File: src/design/bsu_pkg.sv
// Constants for the serial bootloader update block.
// Assumes a 100 MHz clock and an external UART byte engine.

package bsu_pkg;

  // ********************
  // Timing
  // ********************
  localparam longint unsigned CLK_HZ = 100_000_000;
  localparam longint unsigned TIMEOUT_S = 60;
  localparam longint unsigned GAP_MS = 1000;
  localparam logic [39:0] TIMEOUT_CYC = 40'(TIMEOUT_S * CLK_HZ);
  localparam logic [39:0] GAP_CYC = 40'(GAP_MS * (CLK_HZ / 1000));

  // ********************
  // Characters
  // ********************
  localparam logic [7:0] CHR_CR = 8'h0d;
  localparam logic [7:0] CHR_ONE = 8'h31;
  localparam logic [7:0] CHR_C = 8'h43;
  localparam logic [7:0] CHR_SOH = 8'h01;
  localparam logic [7:0] CHR_EOT = 8'h04;
  localparam logic [7:0] CHR_ACK = 8'h06;

  // ********************
  // Error codes
  // ********************
  localparam logic [7:0] ERR_SOH = 8'h21;
  localparam logic [7:0] ERR_CHK = 8'h22;
  localparam logic [7:0] ERR_CRC_HI = 8'h23;
  localparam logic [7:0] ERR_CRC_LO = 8'h24;
  localparam logic [7:0] ERR_SEQ = 8'h25;
  localparam logic [7:0] ERR_INCOMPLETE = 8'h26;
  localparam logic [7:0] ERR_DUP = 8'h27;
  localparam logic [7:0] IMG_ERR_FIRST = 8'h41;
  localparam logic [7:0] IMG_ERR_LAST = 8'h45;
  localparam logic [7:0] PROG_ERR_FIRST = 8'h46;
  localparam logic [7:0] PROG_ERR_LAST = 8'h4d;

  // ********************
  // Frame layout and resets
  // ********************
  localparam logic [7:0] POS_SEQ = 8'd1;
  localparam logic [7:0] POS_NSEQ = 8'd2;
  localparam logic [7:0] POS_DATA0 = 8'd3;
  localparam logic [7:0] POS_DATA_LAST = 8'd130;
  localparam logic [7:0] POS_CRC_HI = 8'd131;
  localparam logic [7:0] POS_CRC_LO = 8'd132;
  localparam logic [7:0] SEQ_FIRST = 8'h01;
  localparam logic [15:0] CRC_INIT = 16'h0000;
  localparam logic [15:0] CRC_POLY = 16'h1021;
  localparam logic [3:0] MENU_LAST = 4'hf;

  typedef enum logic [6:0] {
    ST_APP = 7'b0000001,
    ST_BREAK = 7'b0000010,
    ST_WAIT_CR = 7'b0000100,
    ST_MENU = 7'b0001000,
    ST_CMD = 7'b0010000,
    ST_XWAIT = 7'b0100000,
    ST_XFER = 7'b1000000
  } bsu_state_t;

endpackage : bsu_pkg

File: src/design/bsu_tx_buf.sv
// Two-entry byte buffer between the bootloader and the UART transmitter.
// Assumes the consumer may hold out_ready low for any time.
`timescale 1ns/10ps
`default_nettype none

module bsu_tx_buf #(
  parameter int W = 8
) (
  // Clock and reset
  input wire logic clk,
  input wire logic sys_rst,
  input wire logic ce,
  // Fill side
  input wire logic in_valid,
  input wire logic [W-1:0] in_data,
  output logic in_ready,
  // Drain side
  output logic out_valid,
  output logic [W-1:0] out_data,
  input wire logic out_ready
);

  logic [W-1:0] d1_q;
  logic v1_q;
  logic push;
  logic pop;

  assign push = in_valid && !v1_q;
  assign pop = out_valid && out_ready;
  // Ready only from the second slot, so it is a flop and never combinational
  assign in_ready = !v1_q;

  always_ff @(posedge clk) begin
    if (sys_rst) begin
      out_valid <= 1'b0;
      v1_q <= 1'b0;
      out_data <= '0;
      d1_q <= '0;
    end else if (ce) begin
      if (pop) begin
        if (v1_q) begin
          out_data <= d1_q;
          v1_q <= push;
          d1_q <= in_data;
        end else begin
          out_valid <= push;
          out_data <= in_data;
        end
      end else if (push) begin
        if (!out_valid) begin
          out_valid <= 1'b1;
          out_data <= in_data;
        end else begin
          v1_q <= 1'b1;
          d1_q <= in_data;
        end
      end
    end
  end

endmodule : bsu_tx_buf
`default_nettype wire

File: src/design/bsu_loader.sv
// Serial bootloader: pin-strapped entry, menu, XModem-CRC receive, error codes.
// Assumes an external UART delivers received bytes and drains tx bytes.
`timescale 1ns/10ps
`default_nettype none

module bsu_loader #(
  parameter logic [39:0] TIMEOUT_CYC = bsu_pkg::TIMEOUT_CYC,
  parameter logic [39:0] GAP_CYC = bsu_pkg::GAP_CYC
) (
  // Clock and reset
  input wire logic clk,
  input wire logic sys_rst,
  input wire logic ce,
  // Entry pins
  input wire logic din,
  input wire logic sleep_request_line,
  input wire logic rts,
  input wire logic image_valid,
  // Received bytes
  input wire logic rx_valid,
  input wire logic [7:0] rx_byte,
  // Transmit bytes
  output logic tx_valid,
  output logic [7:0] tx_byte,
  input wire logic tx_ready,
  // Image writer
  output logic [7:0] img_byte_q,
  output logic img_valid_q,
  output logic img_done_q,
  input wire logic img_err_valid,
  input wire logic [7:0] img_err_code,
  // Status
  output logic bl_active_q,
  output logic baud_9600_q,
  output logic settings_lock_q
);

  bsu_pkg::bsu_state_t state_q;
  logic strap_done_q;
  logic pend_q;
  logic [7:0] pend_byte_q;
  logic buf_ready;
  logic [39:0] timer_q;
  logic [7:0] pos_q;
  logic [7:0] seq_q;
  logic [7:0] exp_seq_q;
  logic [15:0] crc_q;
  logic [3:0] menu_idx_q;
  logic [7:0] err_d;
  logic in_xfer;
  logic ext_err;

  function automatic logic [15:0] crc_step(input logic [15:0] c, input logic [7:0] b);
    logic [15:0] r;
    r = c ^ {b, 8'h00};
    for (int i = 0; i < 8; i++) begin
      r = r[15] ? ((r << 1) ^ bsu_pkg::CRC_POLY) : (r << 1);
    end
    return r;
  endfunction : crc_step

  function automatic logic [7:0] menu_char(input logic [3:0] i);
    unique case (i)
      4'h0: menu_char = 8'h0d;
      4'h1: menu_char = 8'h0a;
      4'h2: menu_char = 8'h31;
      4'h3: menu_char = 8'h2e;
      4'h4: menu_char = 8'h75;
      4'h5: menu_char = 8'h70;
      4'h6: menu_char = 8'h6c;
      4'h7: menu_char = 8'h6f;
      4'h8: menu_char = 8'h61;
      4'h9: menu_char = 8'h64;
      4'ha: menu_char = 8'h0d;
      4'hb: menu_char = 8'h0a;
      4'hc: menu_char = 8'h42;
      4'hd: menu_char = 8'h4c;
      4'he: menu_char = 8'h20;
      4'hf: menu_char = 8'h3e;
    endcase
  endfunction : menu_char

  // ********************
  // Transmit path
  // ********************
  bsu_tx_buf #(.W(8)) u_buf (
    .clk(clk),
    .sys_rst(sys_rst),
    .ce(ce),
    .in_valid(pend_q),
    .in_data(pend_byte_q),
    .in_ready(buf_ready),
    .out_valid(tx_valid),
    .out_data(tx_byte),
    .out_ready(tx_ready)
  );

  // ********************
  // Reset strap
  // ********************
  // Sampled one clock after release, never under reset itself
  always_ff @(posedge clk) begin
    if (sys_rst) begin
      strap_done_q <= 1'b0;
      baud_9600_q <= 1'b0;
    end else if (ce && !strap_done_q) begin
      strap_done_q <= 1'b1;
      baud_9600_q <= !din;
    end
  end

  // ********************
  // Frame checker
  // ********************
  assign in_xfer = (state_q == bsu_pkg::ST_XWAIT) || (state_q == bsu_pkg::ST_XFER);
  assign ext_err = img_err_valid && (img_err_code >= bsu_pkg::IMG_ERR_FIRST)
                   && (img_err_code <= bsu_pkg::PROG_ERR_LAST);

  always_comb begin
    err_d = 8'h00;
    if (pos_q == 8'd0) begin
      if (rx_byte != bsu_pkg::CHR_SOH && rx_byte != bsu_pkg::CHR_EOT) begin
        err_d = bsu_pkg::ERR_SOH;
      end
    end else if (pos_q == bsu_pkg::POS_NSEQ) begin
      if (rx_byte != ~seq_q) begin
        err_d = bsu_pkg::ERR_CHK;
      end else if (seq_q == exp_seq_q - 8'd1) begin
        err_d = bsu_pkg::ERR_DUP;
      end else if (seq_q != exp_seq_q) begin
        err_d = bsu_pkg::ERR_SEQ;
      end
    end else if (pos_q == bsu_pkg::POS_CRC_HI) begin
      if (rx_byte != crc_q[15:8]) begin
        err_d = bsu_pkg::ERR_CRC_HI;
      end
    end else if (pos_q == bsu_pkg::POS_CRC_LO) begin
      if (rx_byte != crc_q[7:0]) begin
        err_d = bsu_pkg::ERR_CRC_LO;
      end
    end
  end

  // ********************
  // Control sequence
  // ********************
  // Bytes arriving while a reply waits are dropped; the host waits for replies
  always_ff @(posedge clk) begin
    if (sys_rst) begin
      state_q <= bsu_pkg::ST_APP;
      pend_q <= 1'b0;
      pend_byte_q <= 8'h00;
      timer_q <= '0;
      pos_q <= 8'd0;
      seq_q <= 8'h00;
      exp_seq_q <= bsu_pkg::SEQ_FIRST;
      crc_q <= bsu_pkg::CRC_INIT;
      menu_idx_q <= 4'h0;
      img_byte_q <= 8'h00;
      img_valid_q <= 1'b0;
      img_done_q <= 1'b0;
    end else if (ce) begin
      img_valid_q <= 1'b0;
      img_done_q <= 1'b0;
      if (pend_q && buf_ready) begin
        pend_q <= 1'b0;
      end
      if (timer_q != '0) begin
        timer_q <= timer_q - 40'd1;
      end
      if (!strap_done_q) begin
        menu_idx_q <= 4'h0;
        if (!din && !sleep_request_line && rts) begin
          state_q <= bsu_pkg::ST_BREAK;
        end else if (!image_valid) begin
          state_q <= bsu_pkg::ST_MENU;
        end
      end else if (!pend_q) begin
        unique case (state_q)
          bsu_pkg::ST_APP: begin
          end
          bsu_pkg::ST_BREAK: begin
            if (din) begin
              state_q <= bsu_pkg::ST_WAIT_CR;
            end
          end
          bsu_pkg::ST_WAIT_CR: begin
            if (rx_valid && rx_byte == bsu_pkg::CHR_CR) begin
              state_q <= bsu_pkg::ST_MENU;
            end
          end
          bsu_pkg::ST_MENU: begin
            pend_q <= 1'b1;
            pend_byte_q <= menu_char(menu_idx_q);
            menu_idx_q <= menu_idx_q + 4'h1;
            if (menu_idx_q == bsu_pkg::MENU_LAST) begin
              state_q <= bsu_pkg::ST_CMD;
            end
          end
          bsu_pkg::ST_CMD: begin
            if (rx_valid && rx_byte == bsu_pkg::CHR_ONE) begin
              state_q <= bsu_pkg::ST_XWAIT;
              pend_q <= 1'b1;
              pend_byte_q <= bsu_pkg::CHR_C;
              timer_q <= TIMEOUT_CYC;
              pos_q <= 8'd0;
              exp_seq_q <= bsu_pkg::SEQ_FIRST;
            end else if (rx_valid && rx_byte == bsu_pkg::CHR_CR) begin
              state_q <= bsu_pkg::ST_MENU;
            end
          end
          bsu_pkg::ST_XWAIT, bsu_pkg::ST_XFER: begin
            if (ext_err) begin
              pend_q <= 1'b1;
              pend_byte_q <= img_err_code;
              state_q <= bsu_pkg::ST_CMD;
              pos_q <= 8'd0;
            end else if (rx_valid && err_d != 8'h00) begin
              pend_q <= 1'b1;
              pend_byte_q <= err_d;
              state_q <= bsu_pkg::ST_CMD;
              pos_q <= 8'd0;
            end else if (rx_valid) begin
              state_q <= bsu_pkg::ST_XFER;
              timer_q <= GAP_CYC;
              if (pos_q == 8'd0 && rx_byte == bsu_pkg::CHR_EOT) begin
                pend_q <= 1'b1;
                pend_byte_q <= bsu_pkg::CHR_ACK;
                img_done_q <= 1'b1;
                state_q <= bsu_pkg::ST_MENU;
              end else if (pos_q == bsu_pkg::POS_CRC_LO) begin
                pend_q <= 1'b1;
                pend_byte_q <= bsu_pkg::CHR_ACK;
                exp_seq_q <= exp_seq_q + 8'd1;
                pos_q <= 8'd0;
                timer_q <= TIMEOUT_CYC;
              end else begin
                pos_q <= pos_q + 8'd1;
              end
              if (pos_q == bsu_pkg::POS_SEQ) begin
                seq_q <= rx_byte;
                crc_q <= bsu_pkg::CRC_INIT;
              end
              if (pos_q >= bsu_pkg::POS_DATA0 && pos_q <= bsu_pkg::POS_DATA_LAST) begin
                crc_q <= crc_step(crc_q, rx_byte);
                img_byte_q <= rx_byte;
                img_valid_q <= 1'b1;
              end
            end else if (timer_q == '0) begin
              pos_q <= 8'd0;
              if (pos_q != 8'd0) begin
                pend_q <= 1'b1;
                pend_byte_q <= bsu_pkg::ERR_INCOMPLETE;
                state_q <= bsu_pkg::ST_CMD;
              end else begin
                state_q <= bsu_pkg::ST_MENU;
              end
            end
          end
        endcase
      end
    end
  end

  // ********************
  // Status
  // ********************
  // Settings area stays write-locked while the loader owns flash
  always_ff @(posedge clk) begin
    if (sys_rst) begin
      bl_active_q <= 1'b0;
      settings_lock_q <= 1'b1;
    end else if (ce) begin
      bl_active_q <= (state_q != bsu_pkg::ST_APP);
      settings_lock_q <= (state_q != bsu_pkg::ST_APP);
    end
  end

  // ********************
  // Checks
  // ********************
  menu_start_a: assert property (@(posedge clk) disable iff (sys_rst)
    ce && !pend_q && state_q == bsu_pkg::ST_WAIT_CR && rx_valid && rx_byte == bsu_pkg::CHR_CR
    |=> state_q == bsu_pkg::ST_MENU ##1 (!$past(ce) || (pend_q && pend_byte_q == 8'h0d)))
    else $error("menu not started after carriage return");

  update_select_a: assert property (@(posedge clk) disable iff (sys_rst)
    ce && !pend_q && state_q == bsu_pkg::ST_CMD && rx_valid && rx_byte == bsu_pkg::CHR_ONE
    |=> state_q == bsu_pkg::ST_XWAIT && pend_q && pend_byte_q == bsu_pkg::CHR_C
        && timer_q == TIMEOUT_CYC)
    else $error("update selection not taken");

  wait_timeout_a: assert property (@(posedge clk) disable iff (sys_rst)
    ce && !pend_q && state_q == bsu_pkg::ST_XWAIT && timer_q == '0 && !rx_valid && !ext_err
    |=> state_q == bsu_pkg::ST_MENU)
    else $error("upload wait did not time out to menu");

  bad_image_a: assert property (@(posedge clk) disable iff (sys_rst)
    ce && !strap_done_q && !image_valid |=> ##1 (bl_active_q || !$past(ce)))
    else $error("invalid image did not start loader");

  soh_error_a: assert property (@(posedge clk) disable iff (sys_rst)
    ce && !pend_q && in_xfer && !ext_err && rx_valid && pos_q == 8'd0
    && rx_byte != bsu_pkg::CHR_SOH && rx_byte != bsu_pkg::CHR_EOT
    |=> pend_q && pend_byte_q == bsu_pkg::ERR_SOH && state_q == bsu_pkg::ST_CMD)
    else $error("bad frame start not reported");

  forward_error_a: assert property (@(posedge clk) disable iff (sys_rst)
    ce && !pend_q && in_xfer && ext_err |=> pend_q && pend_byte_q == $past(img_err_code))
    else $error("image error code not forwarded");

  settings_lock_a: assert property (@(posedge clk) disable iff (sys_rst)
    ce && state_q != bsu_pkg::ST_APP ##1 ce |=> settings_lock_q)
    else $error("settings unlocked during load");

  slow_baud_a: assert property (@(posedge clk) disable iff (sys_rst)
    ce && !strap_done_q && !din |=> baud_9600_q [*4])
    else $error("break at reset did not force slow rate");

  stay_loader_a: assert property (@(posedge clk) disable iff (sys_rst)
    $rose(pend_q) && pend_byte_q >= bsu_pkg::ERR_SOH && pend_byte_q <= bsu_pkg::ERR_DUP
    |-> state_q == bsu_pkg::ST_CMD ##1 bl_active_q || !ce)
    else $error("loader left after error code");

endmodule : bsu_loader
`default_nettype wire

File: config.mk
export PLATFORM = sky130hd
export DESIGN_NAME = bsu_loader
export DESIGN_NICKNAME = d
export VERILOG_FILES = /design/src/design/bsu_pkg.sv /design/src/design/bsu_tx_buf.sv /design/src/design/bsu_loader.sv
export SDC_FILE = /design/constraint.sdc
export NUM_CORES = 1
export LEC_CHECK = 0
export CAP_MARGIN = 40
export CORE_MARGIN = 3
export CORE_UTILIZATION = 42
export CTS_CLUSTER_SIZE = 10
export DETAILED_ROUTE_END_ITERATION = 6
export DONT_BUFFER_PORTS = 1
export GPL_ROUTABILITY_DRIVEN = 0
export PLACE_DENSITY = 0.52
export SLEW_MARGIN = 20
export SYNTH_ARGS = -nofsm -noshare
export SYNTH_HDL_FRONTEND = slang
export SYNTH_SLANG_ARGS = --single-unit
File: constraint.sdc
create_clock -name clk -period 4.2 [get_ports clk]
set_input_delay 0.21 -clock clk [delete_from_list [all_inputs] [get_ports clk]]
set_output_delay 0.21 -clock clk [all_outputs]
set_load 0.01 [all_outputs]
# [Yosys cells after proc, flatten, opt, wreduce, memory -nomap -nowiden]
# Memory sizes are Yosys's and may differ from the RTL's. A register that Yosys moved wholly into a read port is not among the register bits.
# Cells that the tools add are included.
[totals] register_bits=132 latch_bits=0 ramBits=0 mem_bits_ro=112 inputBits=26 out_inout_bits=22 elab_cells=240 mem_count=1
[classes] add_sub_neg=5 multipliers=0 n_div=0 n_lt_le_gt_ge=4 eq_ne=42 shift=0 muxes=115 bitwise=13 n_reduce_logical=40
[memory_table] memory="(name not given)" words=16 word_bits=7 rd=1 rd_clocked_by_memory_dff=1 wr=0 line="bsu_loader.sv:63" source="unique case (i)"
[op_table] cell="40-bit 2-to-1 mux" n=7
[op_table] cell="8-bit 2-to-1 mux" n=34
[op_table] cell="13-bit 2-to-1 mux" n=8
[op_table] cell="7-bit 2-to-1 mux" n=13
[op_table] cell="40-bit case mux with 2 select lines" n=1
[op_table] cell="33-bit 2-to-1 mux" n=2
[op_table] cell="40-bit logical NOT" n=1
[op_table] cell="40-bit nonzero test" n=1
[op_table] cell="40-bit by 1-bit subtractor with 40-bit output, second input constant" n=1
[op_table] cell="7-bit case mux with 5 select lines" n=1
[op_table] cell="1-bit 2-to-1 mux" n=32
[op_table] cell="16-bit 2-to-1 mux" n=2
[op_table] cell="8-bit != test" n=4
[op_table] cell="8-bit case mux with 2 select lines" n=2
[op_table] cell="8-bit AND reduction" n=4
[op_table] cell="6-bit 2-to-1 mux" n=5
[op_table] cell="3-bit NOT" n=8
[op_table] cell="8-bit case mux with 3 select lines" n=1
[op_table] cell="4-bit 2-to-1 mux" n=5
[op_table] cell="2-bit != test, second input constant" n=9
[op_table] cell="8-bit by 1-bit adder with 8-bit output, second input constant" n=2
[op_table] cell="8-bit == test, second input constant" n=2
[op_table] cell="8-bit nonzero test" n=2
[op_table] cell="16-bit bitwise XOR" n=1
[op_table] cell="other kinds (42)" n=71

# [Depth between registers and ports, before layout]
# Gate-level depths: netlist (run 1).
[depth] depth_word=18 depth_mapped=12 depth_no_buf=11

# [Cells and area by module]
# A second synthesis (run 1) with hierarchy kept.
[unflattened] hier_cells=1003 hier_area_um2=8159.1
[modules_own_cells] mod="bsu_loader" n_inst=1 cells_per_inst=918 area_per_inst_um2=7279.5 seq_area_each_um2=2422.3
[modules_own_cells] mod="bsu_tx_buf" n_inst=1 cells_per_inst=85 area_per_inst_um2=879.6 seq_area_each_um2=360.3

# [Worst setup path before layout (run 1)]
# No wires, ideal clock.
[synth_path] path_kind="reg2reg" from="register timer_q[16]" to="register pend_byte_q[3]" setup_ns=0.132 arrival_time_ns=2.780 required_ns=4.068 slack_ns=1.289 stages_incl_launch_ff=12 path_buffers=3 synth_period_minus_slack_ns=2.911 cell_sequence="dfxtp_1 -> or4_1 -> or4_1 -> buf_2 -> nor4_4 -> buf_4 -> nand3_1 -> a41oi_1 -> o31ai_1 -> buf_4 -> a221oi_1 -> nor3_1"
[synth_between] elab_chain_len=3
[synth_rtl] element="start: declaration" line="bsu_loader.sv:43" source="logic [39:0] timer_q;"
[synth_rtl] element="start signal: assignment" line="bsu_loader.sv:169" source="timer_q <= timer_q - 40'd1;"
[synth_rtl] element="40-bit logical NOT" line="bsu_loader.sv:249" source="end else if (timer_q == '0) begin"
[synth_rtl] element="5-bit != test (no line)"
[synth_rtl] element="8-bit AND reduction (no line)"
[synth_rtl] element="end signal: assignment" line="bsu_loader.sv:228" source="pend_byte_q <= bsu_pkg::CHR_ACK;"
[synth_rtl] element="end signal: assignment" line="bsu_loader.sv:233" source="pend_byte_q <= bsu_pkg::CHR_ACK;"
[synth_rtl] element="end signal: assignment" line="bsu_loader.sv:253" source="pend_byte_q <= bsu_pkg::ERR_INCOMPLETE;"
[synth_rtl] element="end: declaration" line="bsu_loader.sv:41" source="logic [7:0] pend_byte_q;"
# No other way between the ends.
# A chain may end at the register's enable or synchronous reset.

# [Worst setup path in the final report (run 1)]
[layout_path] from="register pos_q[3]" to="register img_byte_q[3]"
[layout_between] elab_chain_len=9 elab_cells_between_ends=15 cone_classes="order compare (2); eq/ne (3); mux (4); bitwise (1); reduce/logical (5)"
[layout_rtl] element="start: declaration" line="bsu_loader.sv:44" source="logic [7:0] pos_q;"
[layout_rtl] element="start signal: assignment" line="bsu_loader.sv:238" source="pos_q <= pos_q + 8'd1;"
[layout_rtl] element="8-bit == test" line="bsu_loader.sv:137" source="end else if (pos_q == bsu_pkg::POS_CRC_LO) begin"
[layout_rtl] element="6-bit 2-to-1 mux" line="bsu_loader.sv:137"
[layout_rtl] element="8-bit 2-to-1 mux" line="bsu_loader.sv:133" source="end else if (pos_q == bsu_pkg::POS_CRC_HI) begin"
[layout_rtl] element="8-bit 2-to-1 mux" line="bsu_loader.sv:125" source="end else if (pos_q == bsu_pkg::POS_NSEQ) begin"
[layout_rtl] element="8-bit 2-to-1 mux" line="bsu_loader.sv:121" source="if (pos_q == 8'd0) begin"
[layout_rtl] element="8-bit nonzero test" line="bsu_loader.sv:218" source="end else if (rx_valid && err_d != 8'h00) begin"
[layout_rtl] element="1-bit logical AND" line="bsu_loader.sv:218"
[layout_rtl] element="1-bit NOT (no line)"
[layout_rtl] element="8-bit AND reduction (no line) *"
[layout_rtl] element="end signal: assignment" line="bsu_loader.sv:246" source="img_byte_q <= rx_byte;"
[layout_rtl] element="end: declaration" line="bsu_loader.sv:27" source="output logic [7:0] img_byte_q,"
# Every way passes the cells marked *; elsewhere a longest branch is shown, timed or not.

==> metrics.cfg, run 1 <==
[power]
p_per_area_nw_per_um2=555
leakagePower_uw=0.00326
peakVddDrop_mv=0.308
total_power_uw=4840

[sta]
fin_ws_ns=0.889
fin_setup_tns_ns=0
worstMarginPinSlew_ns=0.780
fmax_mhz=302
relSlewSlack=0.476
finalCritPeriodShare=0.788
rsz0062_at_grt=no
hold-worst-slack_ns=0.0207
drv_slew=0
hold_viol=0
fin_skew_ns=0.0134
finalCriticalPeriod_ns=3.31
setup_viol=0

[critical_path]
cp_top_family=simple AND/OR/NAND/NOR gates
critical_path_class=reg -> reg
rr_worst_depth=9
crit_chain=nor4_1 -> buf_4 -> nand4_1 -> a21oi_1 -> nor3_1 -> o21ai_2 -> or3_1 -> mux2i_1 -> nor2_1
arrival_ns=3.61
cp-start-kind=flip-flop
critical_path_required_ns=4.50
regToRegStartpoint=pos_q[3]
r2r_end=img_byte_q[3]
cp_max_fo=14
rrSetupSlack_ns=0.89
cp_num_buf_inv=1
cp_slowest_cell=or3_1
cp-end-kind=flip-flop
cpPeakStageDelay_ns=0.58

[global_route]
antenna_found_initial=0
grtUsageTotal=0.222
grt_max_degree=89
grt_overflow_total=0
grt_pass1_vias=6914
grt_pass1_wl_um=36100

[synth]
yosysWarnings=0
synth_nets=1009
yosysTopAreaCellShare=0.357
syn-instance-count=969
synth-async-reset-ratio=0
synth.avg_cell_area_um2=8.05
yosysMostFrequentCell=nor2_1
ys_types=75
synth_common_cells=143 x nor2_1, 139 x dfxtp_1, 66 x nand2_1
yosys.area.top_type=dfxtp_1
synth_flop_cell=dfxtp_1
synth_edf_count=0
synth-seq-area-share=0.357
netlist_area_um2=7800
netlist_top_cells_area=dfxtp_1 36%, nor2_1 6.9%, xnor2_1 6.2%
ys_seq_elements=139

[drt]
ant_nets=0
num_vias=7084
initialDrtViolationCount=574
wire_per_inst_um=18.4
via_per_inst=5.89
dr.pass1.iters=5
drc=0
routed_wl_um=22100

[final_layout]
area_delta_synth_final_pct=11.8
multiInputGateArea_um2=4710
regArea_um2=2780
antenna_cells=0
fin_cells=1202
drive_gt1_frac=0.0771
fillers=1744
nNetsFinal=1000

[worst_hold_path]
worstHoldStart=img_err_code[3]
hp-class=in -> reg
holdPathStages=2
hold_end=pend_byte_q[3]

[cts]
cts_max_level=4
cts_tree=yes
numCtsBuffers=17
clockBufferDepth=2
clkSinkCount=139
clk_pin_slew_worst_paths_ns=0.06
cts_setup_buffers=0
root_buffer=clkbuf_16
worstSkewPairLatency_ns=0.42

[die]
start_util=0.431
ios=48
die-height_um=142
die_w_um=142
die_area_um2=20200
row_count=49
coreArea_um2=18100

[place]
dp_hpwl_um=15100
pre_cts_slack_ns=0.964
portBuffers=0
place_inst=1154

[outcome]
outcome=finished, final reports clean

[run]
maxCapViolations=0

[worst max-delay path by stage]
stage,startpoint,end,slack (ns),cells past startpoint
6_report,pos_q[3],img_byte_q[3],0.89,9
5_1_grt,pos_q[3],img_byte_q[0],0.70,9
4_1_cts,pos_q[3],img_byte_q[1],0.94,9
3_5_place_dp,timer_q[16],pos_q[6],0.96,8
3_3_place_gp,pos_q[3],img_byte_q[4],1.03,9
2_1_floorplan,timer_q[16],pend_byte_q[3],1.29,11
[routing by layer]
metal,vias to the layer above,global-route usage,wire length (um)
li1,3416,-,-
met1,3431,0.323,11100
met2,219,0.340,9560
met3,18,0.0467,1210
met4,0,0.0530,231
met5,-,0,0
[registers in the layout (all words and copies together) (netlist names), 4 cells and up, named ones only]
register / count
menu_idx_q: 4
crc_q: 16
exp_seq_q: 8
seq_q: 8
timer_q: 40
u_buf.out_data: 8
state_q: 7
u_buf.d1_q: 8
pend_byte_q: 8
pos_q: 8
img_byte_q: 8
[what timing repair did]
item | in CTS | in global routing
resized for setup | 0 | 0
hold endpoints to repair | 91 | 0
hold buffers | 15 | 0
[cell families (layout without fill, tap and decap cells)]
kind of cell | after synthesis | count (layout) | share of synthesized area
compound gates | 187 | 187 | 0.155
flops | 139 | 139 | 0.357
mux | 40 | 40 | 0.0516
fa+ha+maj | 14 | 14 | 0.0225
simple gates | 409 | 409 | 0.263
buf+inv | 81 | 85 | 0.0404
xor+xnor | 99 | 99 | 0.111
[layout by cell type, fill, tap and decap left out, types with 14 or more instances in the layout]
cell type	count
nand4_1	16
a211oi_1	14
dfxtp_1	139
nor4_1	14
ha_1	14
inv_1	22
mux2i_1	38
nand3_1	33
nor3_1	48
o21ai_0	38
a21oi_1	64
clkbuf_16	17
dlygate4sd3_1	14
nand2_1	66
buf_4	15
xnor2_1	55
or3_1	17
xor2_1	44
nor2_1	143
[area by class of cell]
type / instances / area share
Clock inverter: 12 / 0.0131
Timing Repair Buffer: 30 / 0.0321
Tap cell: 229 / 0.0329
Clock buffer: 20 / 0.0524
Sequential cell: 139 / 0.319
Inverter: 23 / 0.00990
Multi-Input combinational cell: 749 / 0.541
[through the flow]
| stage | area (um^2) | util |
|---|---|---|
| after CTS | 8710 | 0.482 |
| after global placement | 7950 | 0.440 |
| after detailed placement | 7980 | 0.441 |
| final | 8720 | 0.482 |
| after global routing | 8720 | 0.482 |
| after floorplan | 7800 | - |
[where the power goes]
group / total [uW] / leakage, uW / switching (uW) / internal, uW
combinational: 1690 / 0.00186 / 985 / 706
clock: 1460 / 0.000269 / 609 / 851
sequential: 1690 / 0.00112 / 197 / 1500
total: 4840 / 0.00326 / 1790 / 3050
Note: power is estimated with default switching activity, not from simulation.
==> inputs of run 2 (changes only) <==
==> constraint.sdc (replaced) <==
create_clock -name clk -period 3.1 [get_ports clk]
set_input_delay 0.155 -clock clk [delete_from_list [all_inputs] [get_ports clk]]
set_output_delay 0.155 -clock clk [all_outputs]
set_load 0.01 [all_outputs]
==> metrics.cfg, run 2 (synthesis results as in run 1) <==
[outcome]
outcome=complete, but fails checks
failed_checks=hold timing

[critical_path]
cpPeakStageDelay_ns=0.57  ; about the same
cp-start-kind=flip-flop
rrSetupSlack_ns=0.14  ; -0.75 ns
crit_chain=or4_1 -> or3_1 -> nor4_4 -> a211oi_2 -> nor3_4 -> o21ai_2 -> or4_1 -> a21oi_1
critical_path_required_ns=3.46  ; -1.04 ns
critPathCapture=pos_q[6]
cp_slowest_cell=or4_1
r2r_end=pos_q[6]
cp_max_fo=8  ; -6
rr_worst_depth=8  ; -1
path_common_cell=or4_1
crit_start=timer_q[12]
regToRegStartpoint=timer_q[12]
arrival_ns=3.32  ; -0.29 ns
cp-end-kind=flip-flop
critical_path_class=reg -> reg

[final_layout]
largestRegisters=timer_q: 40 flops, crc_q: 16 flops
drive_gt1_frac=0.113  ; +0.0361
layout_common_cells=143 x nor2_1, 139 x dfxtp_1, 66 x nand2_1, 64 x a21oi_1, 55 x xnor2_1
area_delta_synth_final_pct=15.8
nNetsFinal=1035  ; +3.5%
antenna_cells=0  ; unchanged
largest_reg_flops=40  ; unchanged
fin_area_um2=9040  ; +3.6%
largest_register=timer_q
fillers=1747  ; +0.17%
final_common_cell=nor2_1

[die]
coreArea_um2=18100  ; unchanged
start_util=0.431  ; unchanged
row_count=49  ; unchanged
die_area_um2=20200  ; unchanged
die-height_um=142  ; unchanged
die_w_um=142  ; unchanged
ios=48  ; unchanged

[cts]
cts_tree=yes
clk_pin_slew_worst_paths_ns=0.06  ; about the same
root_buffer=clkbuf_16
numCtsBuffers=17  ; unchanged
clkSinkCount=139  ; unchanged
clockBufferDepth=2  ; unchanged
cts_max_level=4  ; unchanged
worstSkewPairLatency_ns=0.43  ; about the same

[drt]
met2WireLength_um=9690  ; +1.3%
drc=0  ; unchanged
dr.pass1.iters=5  ; unchanged
ant_nets=0  ; unchanged
wirelength_met1_um=10700  ; -3.1%
via_per_inst=5.78  ; -2.0%
wl_met3_um=1460  ; +21%
initialDrtViolationCount=536  ; -6.6%
routed.top_layer=met4
num_vias=7138  ; +0.76%
routed_wl_um=22100  ; about the same
wire_per_inst_um=17.9  ; -2.7%

[global_route]
grt_max_degree=91  ; +2.2%
grt_pass1_wl_um=35800  ; -0.94%
grt_overflow_total=0  ; unchanged
antenna_found_initial=0  ; unchanged
grtUsageTotal=0.221  ; -0.00127
grt_pass1_vias=6868  ; -0.67%

[run]
maxCapViolations=0  ; unchanged

[place]
portBuffers=0  ; unchanged
dpl_cell_area_um2=8230  ; +3.2%
dp_hpwl_um=15400  ; +1.4%

[power]
p_sw_uw=2490  ; +39%
leakagePower_uw=0.00346  ; +6.1%
sw_frac_of_total=0.363  ; -0.00647
clkPwrFrac=0.294  ; -0.007
share_seq_of_total_power=0.334  ; -0.016
p_per_area_nw_per_um2=759  ; +37%
peakVddDrop_mv=0.504  ; +64%
p_int_uw=4370  ; +43%
combPwrFrac=0.372  ; +0.023

[sta]
setup_viol=0  ; unchanged
fin_setup_tns_ns=0  ; unchanged
relSlewSlack=0.517  ; +0.0407
fmax_mhz=337  ; +12%
hold_viol=1  ; +1
rsz0062_at_grt=no
fin_skew_ns=0.0110  ; -0.00237 ns
worstMarginPinSlew_ns=0.723  ; -0.0574 ns
drv_slew=0  ; unchanged
finalCritPeriodShare=0.956  ; +0.168
finalCriticalPeriod_ns=2.96  ; -0.348 ns
hold-worst-slack_ns=-0.00405  ; -0.0247 ns

[worst_hold_path]
hp-class=in -> reg

[run 2: changes by cell type in the layout (fill, tap and decap cells not counted), moves of 2 or more]
cell and delta:
nor3_1 -2, buf_4 +33, nor3_2 +2, dlygate4sd3_1 +2
clkinvlp_4 -2
[run 2: worst min path at each step]
stage                       to  depth (start not counted)  startpoint  slack, ns
4_1_cts             u_buf.v1_q                          2          ce      0.006
3_3_place_gp   u_buf.out_valid                          1     sys_rst       0.24
3_5_place_dp   u_buf.out_valid                          1     sys_rst       0.24
5_1_grt             state_q[4]                          2          ce      0.009
6_report            state_q[4]                          2          ce     -0.004
2_1_floorplan      baud_9600_q                          1         din       0.25
[run 2: area by class of cell]
cell class,instances,area [um^2],area share
inverters,23,86.3,0.00955
clock buffers,18,439,0.0486
well taps,229,287,0.0317
flip-flops and latches,139,2780,0.308
repair buffers,65,548,0.0606
clock inverters,13,143,0.0158
multi-input cells,749,4750,0.526
[run 2: routing by layer]
| layer | GRT usage | up-vias |
|---|---|---|
| met5 | 0 | - |
| met4 | 0.0510 | 0 |
| met3 | 0.0474 | 17 |
| met2 | 0.339 | 236 |
| met1 | 0.320 | 3392 |
| li1 | - | 3493 |
[run 2: critical path, delay by kind of cell, from the launching register on]
family	cells	cell delay [ns]
AND/OR/NAND/NOR	5	2.07
AO/OA/AOI/OAI	3	0.46
flip-flops	1	0.38
[run 2: through the flow]
stage	power, uW	utilization	std cells	setup slack [ns]
floorplan	4120	-	969	0.189
global placement	4670	0.455	1187	0.160
detailed placement	4720	0.455	1188	0.0994
CTS	6810	0.498	1236	0.0916
global route	7320	0.500	1236	0.000809
finish	6860	0.500	1236	0.136
[run 2: power groups by stage]
stage / logic, uW / registers [uW] / clock network, uW
global placement: 2370 / 2300 / 0
CTS: 2470 / 2280 / 2060
global route: 2860 / 2320 / 2140
detailed placement: 2410 / 2310 / 0
floorplan: 1880 / 2240 / 0
finish: 2550 / 2290 / 2020
[run 2: repair_timing]
item                                   CTS  global route
gates resized for setup                  0             8
buffers inserted                         0             0
hold buffers                            17             0
endpoints found under the hold margin   95             0
setup endpoints to repair                0            22
